--- src/core/acc_pkg.sv ---
// Constants, register map and types for the converter control block
package acc_pkg;
  localparam logic [7:0] ADDR_CTRL_ONE = 8'h00;
  localparam logic [7:0] ADDR_CTRL_TWO = 8'h04;
  localparam logic [7:0] ADDR_RESULT = 8'h08;
  localparam logic [7:0] ADDR_COMPARE = 8'h0c;
  localparam logic [7:0] ADDR_CONFIG = 8'h10;
  localparam logic [7:0] ADDR_PIN_EN = 8'h14;
  localparam logic [7:0] ADDR_CLK_GATE = 8'h18;
  localparam int ADDR_W = 8;
  localparam int RES_W = 12;
  localparam int CH_W = 5;
  localparam int NUM_PINS = 10;
  // Field positions
  localparam int F_CONT = 5;
  localparam int F_IRQ_EN = 6;
  localparam int F_DONE = 7;
  localparam int F_CMP_GTE = 0;
  localparam int F_CMP_EN = 1;
  localparam int F_HW_TRIG = 2;
  localparam int F_ACTIVE = 7;
  localparam int F_MODE = 2;
  localparam int F_CLK_SEL = 0;
  // Channel codes
  localparam logic [4:0] CH_PIN_LAST = 5'h09;
  localparam logic [4:0] CH_REFL_LAST = 5'h16;
  localparam logic [4:0] CH_TEMP = 5'h1a;
  localparam logic [4:0] CH_BANDGAP = 5'h1b;
  localparam logic [4:0] CH_RSVD_HI = 5'h1c;
  localparam logic [4:0] CH_REFH = 5'h1d;
  localparam logic [4:0] CH_GND = 5'h1e;
  localparam logic [4:0] CH_OFF = 5'h1f;
  // Reset values
  localparam logic [4:0] RST_CH = 5'h1f;
  localparam logic RST_GATE = 1'b1;
  localparam int SETTLE_CYC = 4;
  // Shortest settle that outlasts the comparator synchroniser
  localparam int SYNC_SETTLE_MIN = 3;
  typedef enum logic [1:0] {CLK_BUS, CLK_BUS_DIV2, CLK_LOCAL_ASYNC, CLK_ALT} acc_clk_sel_t;
  typedef enum logic [1:0] {FMT_8, FMT_10, FMT_12, FMT_RSVD} acc_mode_t;
  typedef enum logic [2:0] {
    SRC_PIN, SRC_REFL, SRC_TEMP, SRC_BANDGAP, SRC_REFH, SRC_GND, SRC_RESERVED, SRC_OFF
  } acc_src_t;
endpackage : acc_pkg

--- src/core/acc_adc_ctrl.sv ---
// Converter control: channel decode, clock choice, triggers, SAR engine, AHB-Lite registers
// What this block does
// - Clock gate bit is set by reset; clearing it stops the converter logic.
// - Codes 0..9 route to pins with their enables; 10..22 to low reference.
// - Codes map to temperature, bandgap, high reference, ground and disabled.
// - Codes 23..25 and 28 are reserved; their result is unspecified.
// - Conversion clock is bus, bus/2, local asynchronous or alternate clock.
// - With hardware trigger selected, a counter match starts a conversion only while the engine is idle.
// - The counter trigger works whether or not its interrupt is enabled.
// - Counter trigger works in run, wait, low power and stop3 modes.
// - Each sample resolves to 12 bits by linear successive approximation.
// - Result is unsigned, right justified, in 12, 10 or 8 bit format.
// - Single and continuous modes; single conversion returns to idle.
// - Result compares to a value, less-than or greater-equal, may interrupt.
// - Done flag sets when a conversion finishes with compare off or true, and may raise an interrupt.
// - Five bit channel field addresses up to 28 analog inputs.
// - Converter keeps operating in wait and stop3 modes.
// - Writing control one aborts and restarts, unless channel is all ones or hardware trigger is selected.
// - Done flag clears on control one write or result read.
//
// The AHB-Lite slave port and the placing of the registers were left to the implementer.
`timescale 1ns/100ps
module acc_adc_ctrl #(
  parameter int SETTLE = acc_pkg::SETTLE_CYC
) (
  input wire logic hclk,
  input wire logic hresetn,
  input wire logic hsel,
  input wire logic [acc_pkg::ADDR_W-1:0] haddr,
  input wire logic [1:0] htrans,
  input wire logic hwrite,
  input wire logic [2:0] hsize,
  input wire logic [31:0] hwdata,
  input wire logic hready,
  output logic [31:0] hrdata,
  output logic hreadyout,
  output logic hresp,
  input wire logic local_async_conv_clock,
  input wire logic alternate_conv_clock,
  input wire logic rtc_match_event,
  input wire logic cmp_above,
  output logic [acc_pkg::RES_W-1:0] dac_trial,
  output logic sample_active,
  output acc_pkg::acc_src_t analog_src,
  output logic [acc_pkg::NUM_PINS-1:0] pin_route,
  output logic module_clk_en,
  output logic conv_irq
);
  import acc_pkg::*;

  typedef enum logic [1:0] {ST_IDLE, ST_SETTLE, ST_STEP} acc_state_t;

  // Registers
  logic [CH_W-1:0] channel_select_q;
  logic cont_q;
  logic irq_en_q;
  logic done_q;
  logic cmp_gte_q;
  logic cmp_en_q;
  logic hw_trigger_select_q;
  logic [1:0] clk_sel_q;
  logic [1:0] mode_q;
  logic [RES_W-1:0] compare_q;
  logic [RES_W-1:0] result_q;
  logic [NUM_PINS-1:0] pin_analog_enable_q;
  logic gate_q;
  // Bus pipeline
  logic wr_pend_q;
  logic [ADDR_W-1:0] wr_addr_q;
  logic [31:0] hrdata_q;
  // Engine
  // A new trial reaches cmp_hi four edges later (three flops and the agree stage);
  // a settle below three would let a step judge the previous trial
  localparam int SETTLE_EFF = (SETTLE < SYNC_SETTLE_MIN) ? SYNC_SETTLE_MIN : SETTLE;
  localparam int SETTLE_W = $clog2(SETTLE_EFF + 1);
  acc_state_t state_q;
  logic [RES_W-1:0] sar_q;
  logic [RES_W-1:0] bit_q;
  logic [SETTLE_W-1:0] settle_q;
  logic div2_q;

  // Three-stage pin synchronisers: rtc match, comparator, two clocks
  localparam int NSYNC = 4;
  logic [NSYNC-1:0] raw_in;
  logic [NSYNC-1:0] s1_q;
  logic [NSYNC-1:0] s2_q;
  logic [NSYNC-1:0] s3_q;
  logic [NSYNC-1:0] held_q;
  logic [NSYNC-1:0] held_prev_q;
  logic [NSYNC-1:0] rise;
  assign raw_in = {alternate_conv_clock, local_async_conv_clock, cmp_above, rtc_match_event};
  genvar gi;
  generate
    for (gi = 0; gi < NSYNC; gi++) begin : g_sync
      always_ff @(posedge hclk or negedge hresetn) begin
        if (!hresetn) begin
          s1_q[gi] <= 1'b0;
          s2_q[gi] <= 1'b0;
          s3_q[gi] <= 1'b0;
          held_q[gi] <= 1'b0;
          held_prev_q[gi] <= 1'b0;
        end else begin
          s1_q[gi] <= raw_in[gi];
          s2_q[gi] <= s1_q[gi];
          s3_q[gi] <= s2_q[gi];
          // Level counts once second and third flops agree
          if (s2_q[gi] == s3_q[gi]) begin
            held_q[gi] <= s3_q[gi];
          end
          held_prev_q[gi] <= held_q[gi];
        end
      end
      assign rise[gi] = held_q[gi] & ~held_prev_q[gi];
    end
  endgenerate

  // One synced rising edge of the match level is one trigger
  wire rtc_trig = rise[0];
  wire cmp_hi = held_q[1];

  // Bus decode
  wire addr_ok = hsel & htrans[1] & hready;
  wire rd_take = addr_ok & ~hwrite;
  wire wr_take = addr_ok & hwrite;
  wire wr_ctrl_one = wr_pend_q & (wr_addr_q == ADDR_CTRL_ONE) & gate_q;
  wire wr_ctrl_two = wr_pend_q & (wr_addr_q == ADDR_CTRL_TWO) & gate_q;
  wire wr_compare = wr_pend_q & (wr_addr_q == ADDR_COMPARE) & gate_q;
  wire wr_config = wr_pend_q & (wr_addr_q == ADDR_CONFIG) & gate_q;
  wire wr_pin_en = wr_pend_q & (wr_addr_q == ADDR_PIN_EN) & gate_q;
  // Only the gate bit stays writable while the module is gated
  wire wr_gate = wr_pend_q & (wr_addr_q == ADDR_CLK_GATE);
  wire rd_result = rd_take & (haddr == ADDR_RESULT) & gate_q;
  wire [CH_W-1:0] new_ch = hwdata[CH_W-1:0];

  assign hreadyout = 1'b1;
  assign hresp = 1'b0;
  assign hrdata = hrdata_q;
  assign module_clk_en = gate_q;

  // Conversion clock enable
  // Each tick is one hclk cycle wide; slow sources arrive as synced edges
  wire tick_bus = clk_sel_q == CLK_BUS;
  wire tick_div2 = (clk_sel_q == CLK_BUS_DIV2) & div2_q;
  wire tick_async = (clk_sel_q == CLK_LOCAL_ASYNC) & rise[2];
  wire tick_alt = (clk_sel_q == CLK_ALT) & rise[3];
  wire conv_tick = gate_q & (tick_bus | tick_div2 | tick_async | tick_alt);

  // Channel decode
  wire ch_is_pin = channel_select_q <= CH_PIN_LAST;
  wire ch_is_refl = (channel_select_q > CH_PIN_LAST) & (channel_select_q <= CH_REFL_LAST);
  wire ch_off = channel_select_q == CH_OFF;
  logic [NUM_PINS-1:0] pin_onehot;
  always_comb begin
    pin_onehot = '0;
    if (ch_is_pin) begin
      pin_onehot[channel_select_q[3:0]] = 1'b1;
    end
  end
  // Pin switch closes only while converting and only if enabled
  assign pin_route = pin_onehot & pin_analog_enable_q & {NUM_PINS{sample_active}};

  always_comb begin
    if (ch_is_pin) begin
      analog_src = SRC_PIN;
    end else if (ch_is_refl) begin
      analog_src = SRC_REFL;
    end else begin
      unique case (channel_select_q)
        CH_TEMP: analog_src = SRC_TEMP;
        CH_BANDGAP: analog_src = SRC_BANDGAP;
        CH_REFH: analog_src = SRC_REFH;
        CH_GND: analog_src = SRC_GND;
        CH_OFF: analog_src = SRC_OFF;
        default: analog_src = SRC_RESERVED;
      endcase
    end
  end

  // Start decisions
  wire sw_start = wr_ctrl_one & (new_ch != CH_OFF) & ~hw_trigger_select_q;
  // A match arriving mid-conversion is dropped, not queued
  // Trigger never looks at interrupt or power mode inputs
  wire hw_start = gate_q & hw_trigger_select_q & rtc_trig & ~ch_off
                  & (state_q == ST_IDLE);
  wire last_step = (state_q == ST_STEP) & conv_tick & bit_q[0];
  wire [RES_W-1:0] final_sar = cmp_hi ? sar_q : (sar_q & ~bit_q);

  // Result formatting, right justified
  logic [RES_W-1:0] fmt_res;
  always_comb begin
    unique case (mode_q)
      FMT_8: fmt_res = {4'h0, final_sar[RES_W-1 -: 8]};
      FMT_10: fmt_res = {2'h0, final_sar[RES_W-1 -: 10]};
      default: fmt_res = final_sar;
    endcase
  end
  wire cmp_true = cmp_gte_q ? (fmt_res >= compare_q) : (fmt_res < compare_q);
  wire done_set = last_step & (~cmp_en_q | cmp_true);
  wire again = cont_q & ~hw_trigger_select_q;
  // A write in trigger mode stops the conversion and waits for the next match
  wire wr_abort = wr_ctrl_one & ((new_ch == CH_OFF) | hw_trigger_select_q);
  wire abort_now = ~gate_q | wr_abort;
  wire start_now = sw_start | hw_start | (last_step & again);
  wire done_clr = wr_ctrl_one | rd_result;

  // Engine
  always_ff @(posedge hclk or negedge hresetn) begin
    if (!hresetn) begin
      state_q <= ST_IDLE;
      sar_q <= '0;
      bit_q <= '0;
      settle_q <= '0;
      div2_q <= 1'b0;
    end else begin
      if (gate_q) begin
        div2_q <= ~div2_q;
      end
      if (abort_now) begin
        state_q <= ST_IDLE;
      end else if (start_now) begin
        state_q <= ST_SETTLE;
        bit_q <= {1'b1, {(RES_W-1){1'b0}}};
        sar_q <= {1'b1, {(RES_W-1){1'b0}}};
        settle_q <= SETTLE_W'(SETTLE_EFF);
      end else begin
        unique case (state_q)
          ST_IDLE: begin
          end
          ST_SETTLE: begin
            if (settle_q == '0) begin
              state_q <= ST_STEP;
            end else begin
              settle_q <= settle_q - 1'b1;
            end
          end
          ST_STEP: begin
            if (conv_tick) begin
              // Keep or drop the trial bit, then try the next one
              sar_q <= final_sar | (bit_q >> 1);
              bit_q <= bit_q >> 1;
              settle_q <= SETTLE_W'(SETTLE_EFF);
              state_q <= bit_q[0] ? ST_IDLE : ST_SETTLE;
            end
          end
          // Unused state code falls back to idle
          default: begin
            state_q <= ST_IDLE;
          end
        endcase
      end
    end
  end

  assign sample_active = state_q != ST_IDLE;
  assign dac_trial = sar_q;
  assign conv_irq = done_q & irq_en_q;

  // Registers
  always_ff @(posedge hclk or negedge hresetn) begin
    if (!hresetn) begin
      channel_select_q <= RST_CH;
      cont_q <= 1'b0;
      irq_en_q <= 1'b0;
      done_q <= 1'b0;
      cmp_gte_q <= 1'b0;
      cmp_en_q <= 1'b0;
      hw_trigger_select_q <= 1'b0;
      clk_sel_q <= CLK_BUS;
      mode_q <= FMT_8;
      compare_q <= '0;
      result_q <= '0;
      pin_analog_enable_q <= '0;
      gate_q <= RST_GATE;
    end else begin
      if (wr_ctrl_one) begin
        channel_select_q <= new_ch;
        cont_q <= hwdata[F_CONT];
        irq_en_q <= hwdata[F_IRQ_EN];
      end
      if (wr_ctrl_two) begin
        cmp_gte_q <= hwdata[F_CMP_GTE];
        cmp_en_q <= hwdata[F_CMP_EN];
        hw_trigger_select_q <= hwdata[F_HW_TRIG];
      end
      if (wr_config) begin
        clk_sel_q <= hwdata[F_CLK_SEL +: 2];
        mode_q <= hwdata[F_MODE +: 2];
      end
      if (wr_compare) begin
        compare_q <= hwdata[RES_W-1:0];
      end
      if (wr_pin_en) begin
        pin_analog_enable_q <= hwdata[NUM_PINS-1:0];
      end
      if (wr_gate) begin
        gate_q <= hwdata[0];
      end
      // Result follows every finished conversion, compare or not
      if (last_step) begin
        result_q <= fmt_res;
      end
      // Set wins over either clear
      if (done_set) begin
        done_q <= 1'b1;
      end else if (done_clr) begin
        done_q <= 1'b0;
      end
    end
  end

  // Bus pipeline and read data
  logic [31:0] rd_mux;
  always_comb begin
    rd_mux = '0;
    unique case (haddr)
      ADDR_CTRL_ONE: rd_mux = {24'h0, done_q, irq_en_q, cont_q, channel_select_q};
      ADDR_CTRL_TWO: rd_mux = {24'h0, sample_active, 4'h0, hw_trigger_select_q,
                               cmp_en_q, cmp_gte_q};
      ADDR_RESULT: rd_mux = {20'h0, result_q};
      ADDR_COMPARE: rd_mux = {20'h0, compare_q};
      ADDR_CONFIG: rd_mux = {28'h0, mode_q, clk_sel_q};
      ADDR_PIN_EN: rd_mux = {22'h0, pin_analog_enable_q};
      ADDR_CLK_GATE: rd_mux = {31'h0, gate_q};
      default: rd_mux = '0;
    endcase
  end

  always_ff @(posedge hclk or negedge hresetn) begin
    if (!hresetn) begin
      wr_pend_q <= 1'b0;
      wr_addr_q <= '0;
      hrdata_q <= '0;
    end else begin
      wr_pend_q <= wr_take;
      if (addr_ok) begin
        wr_addr_q <= haddr;
      end
      if (rd_take) begin
        hrdata_q <= rd_mux;
      end
    end
  end

endmodule : acc_adc_ctrl

--- config.mk ---
export PLATFORM = sky130hd
export DESIGN_NAME = acc_adc_ctrl
export DESIGN_NICKNAME = d
export VERILOG_FILES = /design/src/core/acc_pkg.sv /design/src/core/acc_adc_ctrl.sv
export SDC_FILE = /design/constraint.sdc
export NUM_CORES = 1
export LEC_CHECK = 0
export BUFFER_PORTS_ARGS = -buffer_cell sky130_fd_sc_hd__buf_2
export CAP_MARGIN = 20
export CORE_AREA = 2 2 123 125
export CTS_BUF_LIST = sky130_fd_sc_hd__clkbuf_4 sky130_fd_sc_hd__clkbuf_8
export DETAILED_ROUTE_END_ITERATION = 7
export DIE_AREA = 0 0 125 127
export PLACE_DENSITY = 0.66
export SYNTH_ARGS = -nofsm -noshare
export SYNTH_HDL_FRONTEND = slang
export SYNTH_SLANG_ARGS = --single-unit
--- constraint.sdc ---
create_clock -name hclk -period 6.43 [get_ports hclk]
set_clock_uncertainty 0.15 [all_clocks]
set_input_delay 0.3215 -clock hclk [delete_from_list [all_inputs] [get_ports hclk]]
set_output_delay 0.3215 -clock hclk [all_outputs]
set_load 0.005 [all_outputs]
== Yosys cells after proc, flatten, opt, wreduce, memory -nomap -nowiden ==
Index checks and enable logic that the tools add are counted.
Widths: inputs -> output; s select.

* Equal/unequal tests: 33
* Bitwise gates (word level): 62
* Magnitude comparators: 7
* Add/sub/neg operators: 1
* Reductions and logical operators: 15
* Mux-type cells: 28

{| class="wikitable"
|+ Operators with widths
! cell !! count
|-
| $mux 12 || 7
|-
| $pmux 12 s7 || 1
|-
| $eq 8x5->1 const B || 6
|-
| $and 1x1->1 || 38
|-
| $eq 5x5->1 const B || 6
|-
| $eq 8x4->1 const B || 3
|-
| $pmux 12 s2 || 1
|-
| $and 10x10->10 || 2
|-
| $eq 8x3->1 const B || 2
|-
| $logic_not 8->1 || 2
|-
| $mux 3 || 5
|-
| $pmux 3 s5 || 1
|-
| $and 12x12->12 || 1
|-
| $ge 12x12->1 || 1
|-
| $lt 12x12->1 || 1
|-
| $not 12->12 || 1
|-
| $or 12x11->12 || 1
|-
| $mux 10 || 1
|-
| $not 1->1 || 10
|-
| $ne 3x3->1 const B || 3
|-
| $or 1x1->1 || 9
|-
| $mux 2 || 4
|-
| $ne 4x4->1 const B || 2
|-
| $reduce_bool 2->1 || 4
|-
| other kinds (20) || 34
|}

* Logic and storage cells: 186
* Bits in registers: 140
* Output and inout bits: 62
* Input bits: 54

== Longest topological paths before layout ==
Gate-level depths: netlist (run 1).

* Depth after elaboration: 12
* Mapped depth: 11
* Depth with buffers taken out: 10

== Worst setup path before layout (run 1) ==
No wires, ideal clock.

* Kind: reg-to-reg
* Start point: register held_q[1] (netlist: cmp_hi)
* End point: register done_q
* Slack: 3.969 ns
* Data required time: 6.184 ns
* Buffers on the path: 1
* Stages on the path, launching flop included: 10
* Arrival: 2.215 ns
* Period minus slack after synthesis: 2.461 ns
* Library setup time: 0.096 ns
* Cells stage by stage: dfrtp_1 > clkbuf_1 > o21ai_0 > mux2_2 > mux2i_1 > ha_1 > nand4_1 > o311a_1 > and4_1 > o31ai_1

* Cells in the longest elaborated chain, start to end: 7
* Elaborated cells on any way between the ends: 9
* Those cells by class: order compare (2); mux (4); bitwise (2); reduce/logical (1)

{| class="wikitable"
|+ Ends and longest elaborated chain
! item !! line !! RTL
|-
| start: declaration || acc_adc_ctrl.sv:88 || <nowiki>logic [NSYNC-1:0] held_q;</nowiki>
|-
| start signal: indexed assignment || acc_adc_ctrl.sv:108 || <nowiki>held_q[gi] <= s3_q[gi];</nowiki>
|-
| $mux 12 (*) || acc_adc_ctrl.sv:186 || <nowiki>wire [RES_W-1:0] final_sar = cmp_hi ? sar_q : (sar_q & ~bit_q);</nowiki>
|-
| $pmux 12 s2 (*) || acc_adc_ctrl.sv:191 || <nowiki>unique case (mode_q)</nowiki>
|-
| via fmt_res[7] || acc_adc_ctrl.sv:189 || <nowiki>logic [RES_W-1:0] fmt_res;</nowiki>
|-
| $lt 12x12->1 / $ge 12x12->1 (equally long branches) || acc_adc_ctrl.sv:197 || <nowiki>wire cmp_true = cmp_gte_q ? (fmt_res >= compare_q) : (fmt_res < compare_q);</nowiki>
|-
| $mux 1 (*) || acc_adc_ctrl.sv:197 ||
|-
| $or 1x1->1 (*) || acc_adc_ctrl.sv:198 || <nowiki>wire done_set = last_step & (~cmp_en_q | cmp_true);</nowiki>
|-
| $and 1x1->1 (*) || acc_adc_ctrl.sv:198 ||
|-
| $mux 1 / $reduce_bool 2->1 (equally long branches) || n/a ||
|-
| end signal: assignment || acc_adc_ctrl.sv:264 || <nowiki>done_q <= 1'b0;</nowiki>
|-
| end signal: assignment || acc_adc_ctrl.sv:304 || <nowiki>done_q <= 1'b1;</nowiki>
|-
| end signal: assignment || acc_adc_ctrl.sv:306 || <nowiki>done_q <= 1'b0;</nowiki>
|-
| end: declaration || acc_adc_ctrl.sv:57 || <nowiki>logic done_q;</nowiki>
|}

Mark *: on every way through the listed nets, which the timed path passes. The rest lies on a longest branch.
A chain may end at the register's enable or synchronous reset.

== Worst setup path in the final report (run 1) ==
* Start point: register wr_addr_q[1]
* End point: register sar_q[2] (netlist: dac_trial[2])

* Cells in the longest elaborated chain, start to end: 9
* Elaborated cells on any way between the ends: 14
* Those cells by class: mux (1); bitwise (9); reduce/logical (4)

{| class="wikitable"
|+ Ends and longest elaborated chain
! item !! line !! RTL
|-
| start: declaration || acc_adc_ctrl.sv:69 || <nowiki>logic [ADDR_W-1:0] wr_addr_q;</nowiki>
|-
| start signal: assignment || acc_adc_ctrl.sv:336 || <nowiki>wr_addr_q <= haddr;</nowiki>
|-
| $logic_not 8->1 (*) || acc_adc_ctrl.sv:125 || <nowiki>wire wr_ctrl_one = wr_pend_q & (wr_addr_q == ADDR_CTRL_ONE) & gate_q;</nowiki>
|-
| $and 1x1->1 (*) (2 in a row) || acc_adc_ctrl.sv:125 ||
|-
| $and 1x1->1 (2 in a row) || acc_adc_ctrl.sv:180 || <nowiki>wire sw_start = wr_ctrl_one & (new_ch != CH_OFF) & ~hw_trigger_select_q;</nowiki>
|-
| $or 1x1->1 (2 in a row) || acc_adc_ctrl.sv:203 || <nowiki>wire start_now = sw_start | hw_start | (last_step & again);</nowiki>
|-
| $reduce_bool 2->1 (no line) || n/a ||
|-
| $reduce_and 3->1 (no line) || n/a ||
|-
| end signal: assignment || acc_adc_ctrl.sv:223 || <nowiki>sar_q <= {1'b1, {(RES_W-1){1'b0}}};</nowiki>
|-
| end signal: assignment || acc_adc_ctrl.sv:239 || <nowiki>sar_q <= final_sar | (bit_q >> 1);</nowiki>
|-
| end: declaration || acc_adc_ctrl.sv:77 || <nowiki>logic [RES_W-1:0] sar_q;</nowiki>
|}

Mark *: on every way between the ends. The rest lies on a longest branch, timed or not.

==> results_dict.tcl, run 1 <==
set metrics [dict create \
    hold_path_class "input port to flop" \
    finalCritPeriodShare_pct 48.65 \
    slew_violations 0 \
    most-common-layout-cells "dfrtp_1, mux2_2, buf_2, nand2_1, inv_1" \
    fin_nets 698 \
    synth_warnings 0 \
    grt_pass1_vias 4435 \
    grt_setup_unrepaired "no" \
    syn_inst 546 \
    drv_cap 0 \
    cts_buffers 17 \
    crit_arrival_ns 3.31 \
    grtUsageTotal_pct 18.63 \
    ys_async_sr_fraction_pct 100.0 \
    min_path_cells 2 \
    drive_gt1_share_pct 30.02 \
    cp.required_ns 6.61 \
    status "completed" \
    final_common_cell "dfrtp_1" \
    diodes 0 \
    synth_edf_count 0 \
    clock_latency_ns 0.45 \
    p_switching_uw 417.8 \
    drtAntennaViolNets 0 \
    cts_root_buffer "clkbuf_8" \
    worst_ir_drop_vdd_uv 128.3 \
    power_mw 1.644 \
    ys_ff_latch 120 \
    pwr-share-clk_pct 39.5 \
    slew-limit-headroom_pct 34.16 \
    initial_utilization_pct 42.44 \
    clkTransAtPathRegs_ns 0.07 \
    cp-startpoint "wr_addr_q[1]" \
    hold_end "wr_addr_q[7]" \
    yosysSeqAreaShare_pct 49.17 \
    cts_buffer_depth 2 \
    drt_pass1_iterations 4 \
    dieArea_um2 15880 \
    critPathMaxFanout 17 \
    timing.rr.start "wr_addr_q[1]" \
    dr_total_vias 4442 \
    internal_power_mw 1.227 \
    antenna_found_initial 0 \
    post_synth_instance_area_um2 6122 \
    ios 116 \
    p_comb_share_pct 9.3 \
    tightest_slew_ns 0.9876 \
    critPathKind "flop to flop" \
    cts_resized 0 \
    end_kind "flop" \
    synth_ff_type "dfrtp_1" \
    first_iter_violations 359 \
    cts_setup_buffers 0 \
    grt_start_max_net_pins 79 \
    synth_area_leaders "dfrtp_1, mux2_2, mux2i_1, ha_1, buf_4" \
    reg2regPathDepth 6 \
    postRouteWirelength_mm 14.11 \
    rows 44 \
    die_x_um 125 \
    dpl.hpwl_mm 10.20 \
    synth.distinct_cells 69 \
    die_h_um 127 \
    synth_top_cell_area_share_pct 46.60 \
    tritoncts "yes" \
    drc_errors 0 \
    core_um2 14420 \
    wl_per_cell_um 17.06 \
    portBuffers 69 \
    switching_share_pct 25.41 \
    startpoint_type "flop" \
    fmax_ghz 0.3197 \
    p_seq_share_pct 51.2 \
    grt_overflow_total 0 \
    r2r_slack_ns 3.30 \
    via_per_inst 5.371 \
    yosysTopAreaCell "dfrtp_1" \
    p_leak_nw 3.415 \
    cts_max_level 4 \
    gp_congestion 0.8446 \
    clock_sink_count 120 \
    area_growth_syn_to_layout_pct 16.00 \
    grt_pass1_wl_mm 23.34 \
    worstReg2RegEnd "dac_trial[2]" \
    syn_area_per_cell_um2 11.21 \
    power_density_nw_per_um2 231.5 \
    worstHoldStart "haddr[7]" \
    period_minus_slack_ns 3.128 \
    finalSetupTns_ns 0 \
    hold_viol 0 \
    setup_violations 0 \
]
-- through the flow --
stage | util [%] | setup slack (ns) | hold slack (ns) | cells | cell area, µm²
CTS | 49.24 | 3.314 | 0.03081 | 827 | 7102
finish | 49.24 | 3.302 | 0.05814 | 827 | 7102
global placement | 45.27 | 3.370 | 0.1814 | 776 | 6530
floorplan | - | 3.969 | -0.1241 | 566 | 6197
detailed placement | 45.27 | 3.328 | 0.1847 | 776 | 6530
global route | 49.24 | 3.168 | 0.01312 | 827 | 7102
-- how the worst max path moves through the flow --
stage | to | slack, ns | cells past startpoint
2_1_floorplan | done_q | 3.97 | 9
3_3_place_gp | dac_trial[8] | 3.37 | 6
3_5_place_dp | dac_trial[3] | 3.33 | 6
4_1_cts | dac_trial[3] | 3.31 | 6
5_1_grt | compare_q[3] | 3.17 | 4
6_report | dac_trial[2] | 3.30 | 6
-- flip-flops by register name (all words and copies together) (netlist names), 5 cells and up --
signal	count
compare_q	12
wr_addr_q	8
result_q	12
bit_q	12
pin_analog_enable_q	10
dac_trial	12
channel_select_q	5
hrdata	12
-- cell type report --
class                           count  area, µm²
Fill cell                        1308       7322
Timing Repair Buffer               90      553.0
Tap cell                          184      230.2
Clock inverter                      8      70.07
Multi-Input combinational cell    369       2806
Sequential cell                   120       3010
Inverter                           32      120.1
Clock buffer                       24      311.5
-- power groups by stage --
stage	clock network [mW]	registers, mW	logic (mW)
6_report	0.649	0.842	0.154
3_5_place_dp	0	0.854	0.147
4_1_cts	0.667	0.841	0.156
3_3_place_gp	0	0.852	0.141
2_1_floorplan	0	0.832	0.111
5_1_grt	0.704	0.847	0.173
-- critical path, stage by stage (launching register included) --
cell and delay, ns:
dfrtp_1 0.37, or4b_1 0.59, and4bb_2 0.55, a21oi_1 0.16
buf_4 0.24, a21oi_4 0.54, mux2_2 0.40
-- cell families after synthesis --
kind of cell    count (synthesis)  share of synthesized area, %
flops                         120                         49.17
other cells                     2                        0.1227
mux                            91                         16.96
fa+ha+maj                      18                         3.515
xor+xnor                        1                        0.1431
buf+inv                        77                         6.213
compound gates                100                         11.71
simple gates                  137                         12.16
-- repair_timing --
action / in CTS / in global routing
hold buffers: 19 / 0
endpoints found under the hold margin: 66 / 0
setup endpoints to repair: 0 / 0
-- metal layers --
metal | track usage, % | vias to the layer above | share of wire [%]
met2 | 29.28 | 126 | 46
met1 | 25.04 | 2202 | 47
met4 | 6.405 | 0 | 0.74
li1 | - | 2110 | -
met3 | 5.193 | 4 | 6.0
met5 | 0 | - | 0
-- cells in the mapped netlist (4+ instances only) --
cell type and count:
dfrtp_1 114, mux2_2 68, nand2_1 32, inv_1 31, o21ai_0 29, nor2_1 23, buf_4 22, mux2i_1 19
nand3_1 18, clkbuf_1 17, a21oi_1 14, ha_1 14, and3_1 11, a211oi_1 9, nor2b_1 9, dfstp_2 6
nand2b_1 6, nor3_1 5, a221oi_1 4, a22o_1 4, and4_1 4, buf_1 4, maj3_1 4, nand4_1 4
o22ai_1 4
Power figures use the tool's default switching activity.
==> run 2, diff against run 1 <==
--- a/config.mk
+++ b/config.mk
@@ -5,13 +5,14 @@
 export SDC_FILE = /design/constraint.sdc
 export NUM_CORES = 1
 export LEC_CHECK = 0
+export ABC_AREA = 1
 export BUFFER_PORTS_ARGS = -buffer_cell sky130_fd_sc_hd__buf_2
 export CAP_MARGIN = 20
-export CORE_AREA = 2 2 123 125
+export CORE_AREA = 2 2 124 126
 export CTS_BUF_LIST = sky130_fd_sc_hd__clkbuf_4 sky130_fd_sc_hd__clkbuf_8
 export DETAILED_ROUTE_END_ITERATION = 7
-export DIE_AREA = 0 0 125 127
-export PLACE_DENSITY = 0.66
+export DIE_AREA = 0 0 126 128
+export PLACE_DENSITY = 0.69
 export SYNTH_ARGS = -nofsm -noshare
 export SYNTH_HDL_FRONTEND = slang
 export SYNTH_SLANG_ARGS = --single-unit
==> constraint.sdc (replaced) <==
create_clock -name hclk -period 2.7 [get_ports hclk]
set_clock_uncertainty 0.15 [all_clocks]
set_input_delay 0.135 -clock hclk [delete_from_list [all_inputs] [get_ports hclk]]
set_output_delay 0.135 -clock hclk [all_outputs]
set_load 0.005 [all_outputs]
==> results_dict.tcl, run 2 <==
set metrics [dict create \
    critPathMaxFanout 6 \
    switching_share_pct 34.12 \
    via_per_inst 4.960 \
    tritoncts "yes" \
    grtUsageTotal_pct 18.90 \
    synth_top_family_by_area "simple AND/OR/NAND/NOR gates" \
    clock_sink_count 120 \
    synth_edf_count 0 \
    cts_buffers 17 \
    slew-limit-headroom_pct 57.44 \
    ios 116 \
    dp_worst_setup_slack_ns 0.1928 \
    drv_cap 0 \
    synth_warnings 0 \
    p_switching_mw 1.831 \
    synth.distinct_cells 43 \
    reg2regPathDepth 16 \
    cts_root_buffer "clkbuf_8" \
    most-common-layout-cells "nand2_1, dfrtp_1, inv_1, o21ai_0, buf_2" \
    cts_setup_buffers 0 \
    grt_setup_unrepaired "no" \
    setup_violations 0 \
    crit_arrival_ns 2.61 \
    antenna_found_initial 0 \
    hold_path_class "input port to asynchronous set/reset pin" \
    clock_latency_ns 0.44 \
    die_x_um 126 \
    path_buf_inv 2 \
    layout.cells.non_filler 1054 \
    power_density_nw_per_um2 721.7 \
    postRouteWirelength_mm 14.66 \
    ys_async_sr_fraction_pct 100.0 \
    grt_busiest_layer "met2" \
    initial_utilization_pct 42.28 \
    cts_buffer_depth 2 \
    crit_cells 16 \
    r2r_slack_ns 0.27 \
    crit_slowest_cell "dfrtp_2" \
    first_iter_violations 355 \
    dp_cells 995 \
    p_seq_share_pct 42.3 \
    finalSetupTns_ns 0 \
    grt_pass1_wl_mm 23.96 \
    dpl.hpwl_mm 10.76 \
    period_minus_slack_ns 2.429 \
    met2_usage_pct 29.25 \
    path_delay_family "simple AND/OR/NAND/NOR gates" \
    grt_overflow_total 0 \
    synth_area_leaders "dfrtp_1, nand2_1, o21ai_0, inv_1, buf_4" \
    diodes 0 \
    wl_per_cell_um 13.91 \
    p_leak_nw 3.984 \
    final_common_cell "nand2_1" \
    rows 45 \
    worst_ir_drop_vdd_uv 277.4 \
    synth_top_cell_area_share_pct 45.39 \
    status "completed" \
    die_h_um 128 \
    crit_chain "clkinvlp_4 > nand2_1 > nand2_1 > inv_1 > o22ai_1 > a21oi_2 > ha_1 > nand2_1 > nor2_1 > and2_1 > nand2_1 > nand3_1 > nand2_1 > nand2_1 > o21ai_0 > nand2_1" \
    synth_most_common_cell "nand2_1" \
    drt_pass1_iterations 5 \
    cpPeakStageDelay_ns 0.44 \
    gp_congestion 0.8792 \
    drive_gt1_share_pct 21.48 \
    yosysSeqAreaShare_pct 47.90 \
    timing.rr.start "cmp_hi" \
    post_synth_instance_area_um2 6285 \
    pwr-share-clk_pct 30.2 \
    ys_top_cells_by_count "nand2_1, dfrtp_1, inv_1" \
    tightest_slew_ns 0.6317 \
    crit_path_frequent_cell "nand2_1" \
    hold_viol 0 \
    drc_errors 0 \
    ys_ff_latch 120 \
    synthSimpleGateAreaFrac_pct 21.02 \
    dr_total_vias 5228 \
    p_comb_share_pct 27.5 \
    finalCritPeriodShare_pct 89.96 \
    fmax_ghz 0.4117 \
    met1_usage_pct 26.21 \
    cp.required_ns 2.88 \
    cp-startpoint "cmp_hi" \
    slew_violations 0 \
    setup_ws_ns 0.2711 \
    core_um2 14860 \
    synth_ff_type "dfrtp_1" \
    utilization_pct 50.03 \
    syn_area_per_cell_um2 8.380 \
    end_kind "flop" \
    synthAdderAreaFrac_pct 3.424 \
    area_growth_syn_to_layout_pct 18.32 \
    yosysTopAreaCell "dfrtp_1" \
    grt_pass1_vias 4798 \
    dieArea_um2 16130 \
    syn_inst 750 \
    crit_end "done_q" \
    synth-compound-area-share_pct 15.21 \
    drtAntennaViolNets 0 \
    use_met3_pct 4.925 \
    synth_xor_xnor_area_share_pct 0.2787 \
    synth.area.mux_share_pct 0.8760 \
    grt_start_max_net_pins 65 \
    cts_max_level 4 \
    startpoint_type "flop" \
    clkTransAtPathRegs_ns 0.07 \
    fin_nets 921 \
    worstReg2RegEnd "done_q" \
    portBuffers 69 \
    internal_power_mw 3.535 \
    critPathKind "flop to flop" \
]
[run 2: changes by cell type after synthesis, sizes merged, moves of 9 or more]
cell / delta
nand3: +10
a211oi: -9
and3: -11
mux2i: -18
o21ai: +74
nand2: +162
inv: +73
mux2: -65
nor2: +20
nor2b: -9
o22ai: +20
[run 2: worst min-delay path by stage]
stage	endpoint	slack (ns)	startpoint	depth (start not counted)
after floorplan	bit_q[0]	-0.31	hresetn	0
after global placement	wr_addr_q[1]	-0.04	hresetn	1
after detailed placement	wr_addr_q[1]	-0.04	hresetn	1
after CTS	pin_analog_enable_q[2]	0.02	hresetn	2
after global routing	pin_analog_enable_q[2]	0.08	hresetn	2
final	wr_addr_q[1]	0.04	hresetn	2
[run 2: what timing repair did]
item	CTS	global route
hold buffers	26	0
gates resized for setup	0	10
hold endpoints to repair	168	0
setup endpoints to repair	0	1
[run 2: cells by family (layout without fill, tap and decap cells)]
logic type / after synthesis / in the layout
mux: 5 / 5
flops: 120 / 120
xor+xnor: 2 / 2
buf+inv: 148 / 244
other cells: 2 / 22
simple gates: 294 / 294
compound gates: 161 / 161
fa+ha+maj: 18 / 18
[run 2: routing by layer]
metal	vias to the layer above	share of wire [%]	wire length [µm]
met5	-	0	0
met4	0	1.7	245
met3	24	5.3	776
met2	138	46	6736
met1	2458	47	6901
li1	2608	-	-
[run 2: area by class of cell]
cell class                 count  area, µm²
clock buffer                  24      305.3
clock inverter                 8      95.09
fill                        1462       7428
inverter                     105      397.9
multi-input combinational    502       2668
sequential                   120       3012
tap                          188      235.2
timing repair buffer         106      715.7
timing repair inverter         1      7.507
[run 2: power groups by stage]
stage	Combinational [mW]	Clock, mW	Sequential (mW)
after CTS	1.47	1.67	2.27
after global routing	1.67	1.75	2.30
after global placement	1.41	0	2.29
final	1.47	1.62	2.27
after detailed placement	1.44	0	2.30
after floorplan	1.11	0	2.24
[run 2: metrics by stage]
| stage | hold WS (ns) | power, mW | area [µm²] |
|---|---|---|---|
| 5_1_grt | 0.07560 | 5.718 | 7436 |
| 6_report | 0.03755 | 5.366 | 7436 |
| 2_1_floorplan | -0.3106 | 3.345 | 6360 |
| 4_1_cts | 0.02101 | 5.411 | 7408 |
| 3_3_place_gp | -0.04383 | 3.707 | 6748 |
| 3_5_place_dp | -0.03783 | 3.740 | 6748 |
==> run 3, diff against run 2 <==
--- a/config.mk
+++ b/config.mk
@@ -12,7 +12,7 @@
 export CTS_BUF_LIST = sky130_fd_sc_hd__clkbuf_4 sky130_fd_sc_hd__clkbuf_8
 export DETAILED_ROUTE_END_ITERATION = 7
 export DIE_AREA = 0 0 126 128
-export PLACE_DENSITY = 0.69
+export PLACE_DENSITY = 0.67
 export SYNTH_ARGS = -nofsm -noshare
 export SYNTH_HDL_FRONTEND = slang
 export SYNTH_SLANG_ARGS = --single-unit
==> constraint.sdc (replaced) <==
create_clock -name hclk -period 2.6 [get_ports hclk]
set_clock_uncertainty 0.15 [all_clocks]
set_input_delay 0.13 -clock hclk [delete_from_list [all_inputs] [get_ports hclk]]
set_output_delay 0.13 -clock hclk [all_outputs]
set_load 0.005 [all_outputs]
==> results_dict.tcl, run 3 (same netlist as run 2, synthesis figures left out) <==
set metrics [dict create \
    p_leak_nw 4.034 \
    initial_utilization_pct 42.28 \
    tightest_slew_ns 0.6109 \
    via_per_inst 4.955 \
    slew-limit-headroom_pct 58.84 \
    dpl.hpwl_mm 10.65 \
    crit_chain "clkinvlp_4 > nand2_1 > nand2_1 > inv_1 > o22ai_1 > a21oi_2 > ha_1 > nand2_1 > nor2_1 > and2_1 > nand2_1 > nand3_1 > nand2_1 > nand2_1 > o21ai_1 > nand2_1" \
    rows 45 \
    hold_path_class "input port to asynchronous set/reset pin" \
    startpoint_type "flop" \
    grt_overflow_total 0 \
    reg2regPathDepth 16 \
    crit_path_frequent_cell "nand2_1" \
    fmax_ghz 0.4055 \
    period_minus_slack_ns 2.466 \
    drive_gt1_share_pct 22.35 \
    slew_violations 0 \
    status "completed" \
    clock_sink_count 120 \
    most-common-layout-cells "nand2_1, dfrtp_1, inv_1, o21ai_0, buf_2" \
    cts_buffer_depth 2 \
    cts_root_buffer "clkbuf_8" \
    core_um2 14860 \
    grt_pass1_vias 4898 \
    finalCritPeriodShare_pct 94.85 \
    diodes 0 \
    r2r_slack_ns 0.13 \
    cts_buffers 17 \
    drv_cap 0 \
    gp_congestion 0.9201 \
    ios 116 \
    crit_arrival_ns 2.65 \
    final_common_cell "nand2_1" \
    first_iter_violations 399 \
    grtUsageTotal_pct 19.37 \
    grt_pass1_wl_mm 24.74 \
    antenna_found_initial 0 \
    hold_viol 0 \
    clkTransAtPathRegs_ns 0.07 \
    clock_latency_ns 0.45 \
    fin_nets 932 \
    cts_max_level 4 \
    critPathMaxFanout 6 \
    portBuffers 69 \
    area_growth_syn_to_layout_pct 21.00 \
    wl_per_cell_um 14.01 \
    drtAntennaViolNets 0 \
    critPathKind "flop to flop" \
    grt_start_max_net_pins 55 \
    power_mw 5.779 \
    finalSetupTns_ns 0 \
    drt_pass1_iterations 5 \
    worst_ir_drop_vdd_uv 314.1 \
    power_density_nw_per_um2 759.9 \
    die_h_um 128 \
    n_fill_cell 1427 \
    path_delay_family "simple AND/OR/NAND/NOR gates" \
    postRouteWirelength_mm 14.92 \
    dieArea_um2 16130 \
    tritoncts "yes" \
    die_x_um 126 \
    cp.required_ns 2.78 \
    end_kind "flop" \
    path_buf_inv 2 \
    cpPeakStageDelay_ns 0.44 \
    dr_total_vias 5277 \
    timing.rr.start "cmp_hi" \
    setup_violations 0 \
    crit_slowest_cell "dfrtp_2" \
    drc_errors 0 \
    worstReg2RegEnd "done_q" \
]
## run 3: cell count changes in the layout (fill, tap and decap cells not counted), sizes merged
cell	change
dlygate4sd3	+9
clkinv	-3
clkinvlp	+3
buf	+2
clkbuf	-2
bufinv	+1
inv	+1
## run 3: timing repair
item | CTS | global route
resized for setup | 0 | 21
hold buffers | 35 | 0
setup endpoints to repair | 0 | 1
setup buffers | 0 | 0
hold endpoints to repair | 139 | 0
## run 3: stage by stage
| step | cells | setup WS [ns] | hold slack (ns) | util [%] | instance area [µm²] |
|---|---|---|---|---|---|
| global placement | 997 | 0.1836 | 0.003779 | 45.50 | 6763 |
| CTS | 1064 | 0.02322 | 0.05260 | 50.80 | 7551 |
| floorplan | 770 | 0.3078 | -0.3156 | - | 6360 |
| global route | 1065 | -0.02938 | 0.1033 | 51.16 | 7605 |
| detailed placement | 997 | 0.06186 | 0.005001 | 45.50 | 6763 |
| finish | 1065 | 0.1340 | 0.04818 | 51.16 | 7605 |
## run 3: area by class of cell
class / instances / area (µm²) / share of cell area, %
clock buffer: 22 / 296.5 / 3.899
sequential: 120 / 3012 / 39.60
tap: 188 / 235.2 / 3.093
multi-input combinational: 502 / 2694 / 35.42
timing repair buffer: 117 / 820.8 / 10.79
clock inverter: 10 / 141.4 / 1.859
inverter: 105 / 397.9 / 5.232
timing repair inverter: 1 / 7.507 / 0.09872
## run 3: routing by layer
metal | share of wire (%) | global-route usage (%) | vias to the layer above
met2 | 46 | 29.89 | 150
met3 | 4.5 | 3.923 | 17
li1 | - | - | 2626
met4 | 1.5 | 7.434 | 0
met1 | 48 | 27.05 | 2484
met5 | 0 | 0 | -
## run 3: how the worst max path moves through the flow
stage | depth (start not counted) | to | from | slack [ns]
after floorplan | 17 | done_q | cmp_hi | 0.31
after global placement | 13 | done_q | cmp_hi | 0.18
after detailed placement | 13 | done_q | cmp_hi | 0.06
after CTS | 13 | done_q | cmp_hi | 0.02
after global routing | 16 | done_q | cmp_hi | -0.03
final | 16 | done_q | cmp_hi | 0.13
## run 3: worst reg2reg max path, cell delays in order (launching register included)
cell,delay [ns]
dfrtp_2,0.44
clkinvlp_4,0.20
nand2_1,0.10
nand2_1,0.08
inv_1,0.12
o22ai_1,0.10
a21oi_2,0.18
ha_1,0.26
nand2_1,0.06
nor2_1,0.03
and2_1,0.16
nand2_1,0.07
nand3_1,0.09
nand2_1,0.07
nand2_1,0.04
o21ai_1,0.13
nand2_1,0.06
## run 3: power by group
part | leakage (nW) | internal, mW | switching (mW) | total, mW
clock network | 0.207 | 1.06 | 0.768 | 1.83
logic | 2.39 | 0.613 | 0.975 | 1.59
registers | 1.43 | 2.13 | 0.233 | 2.36
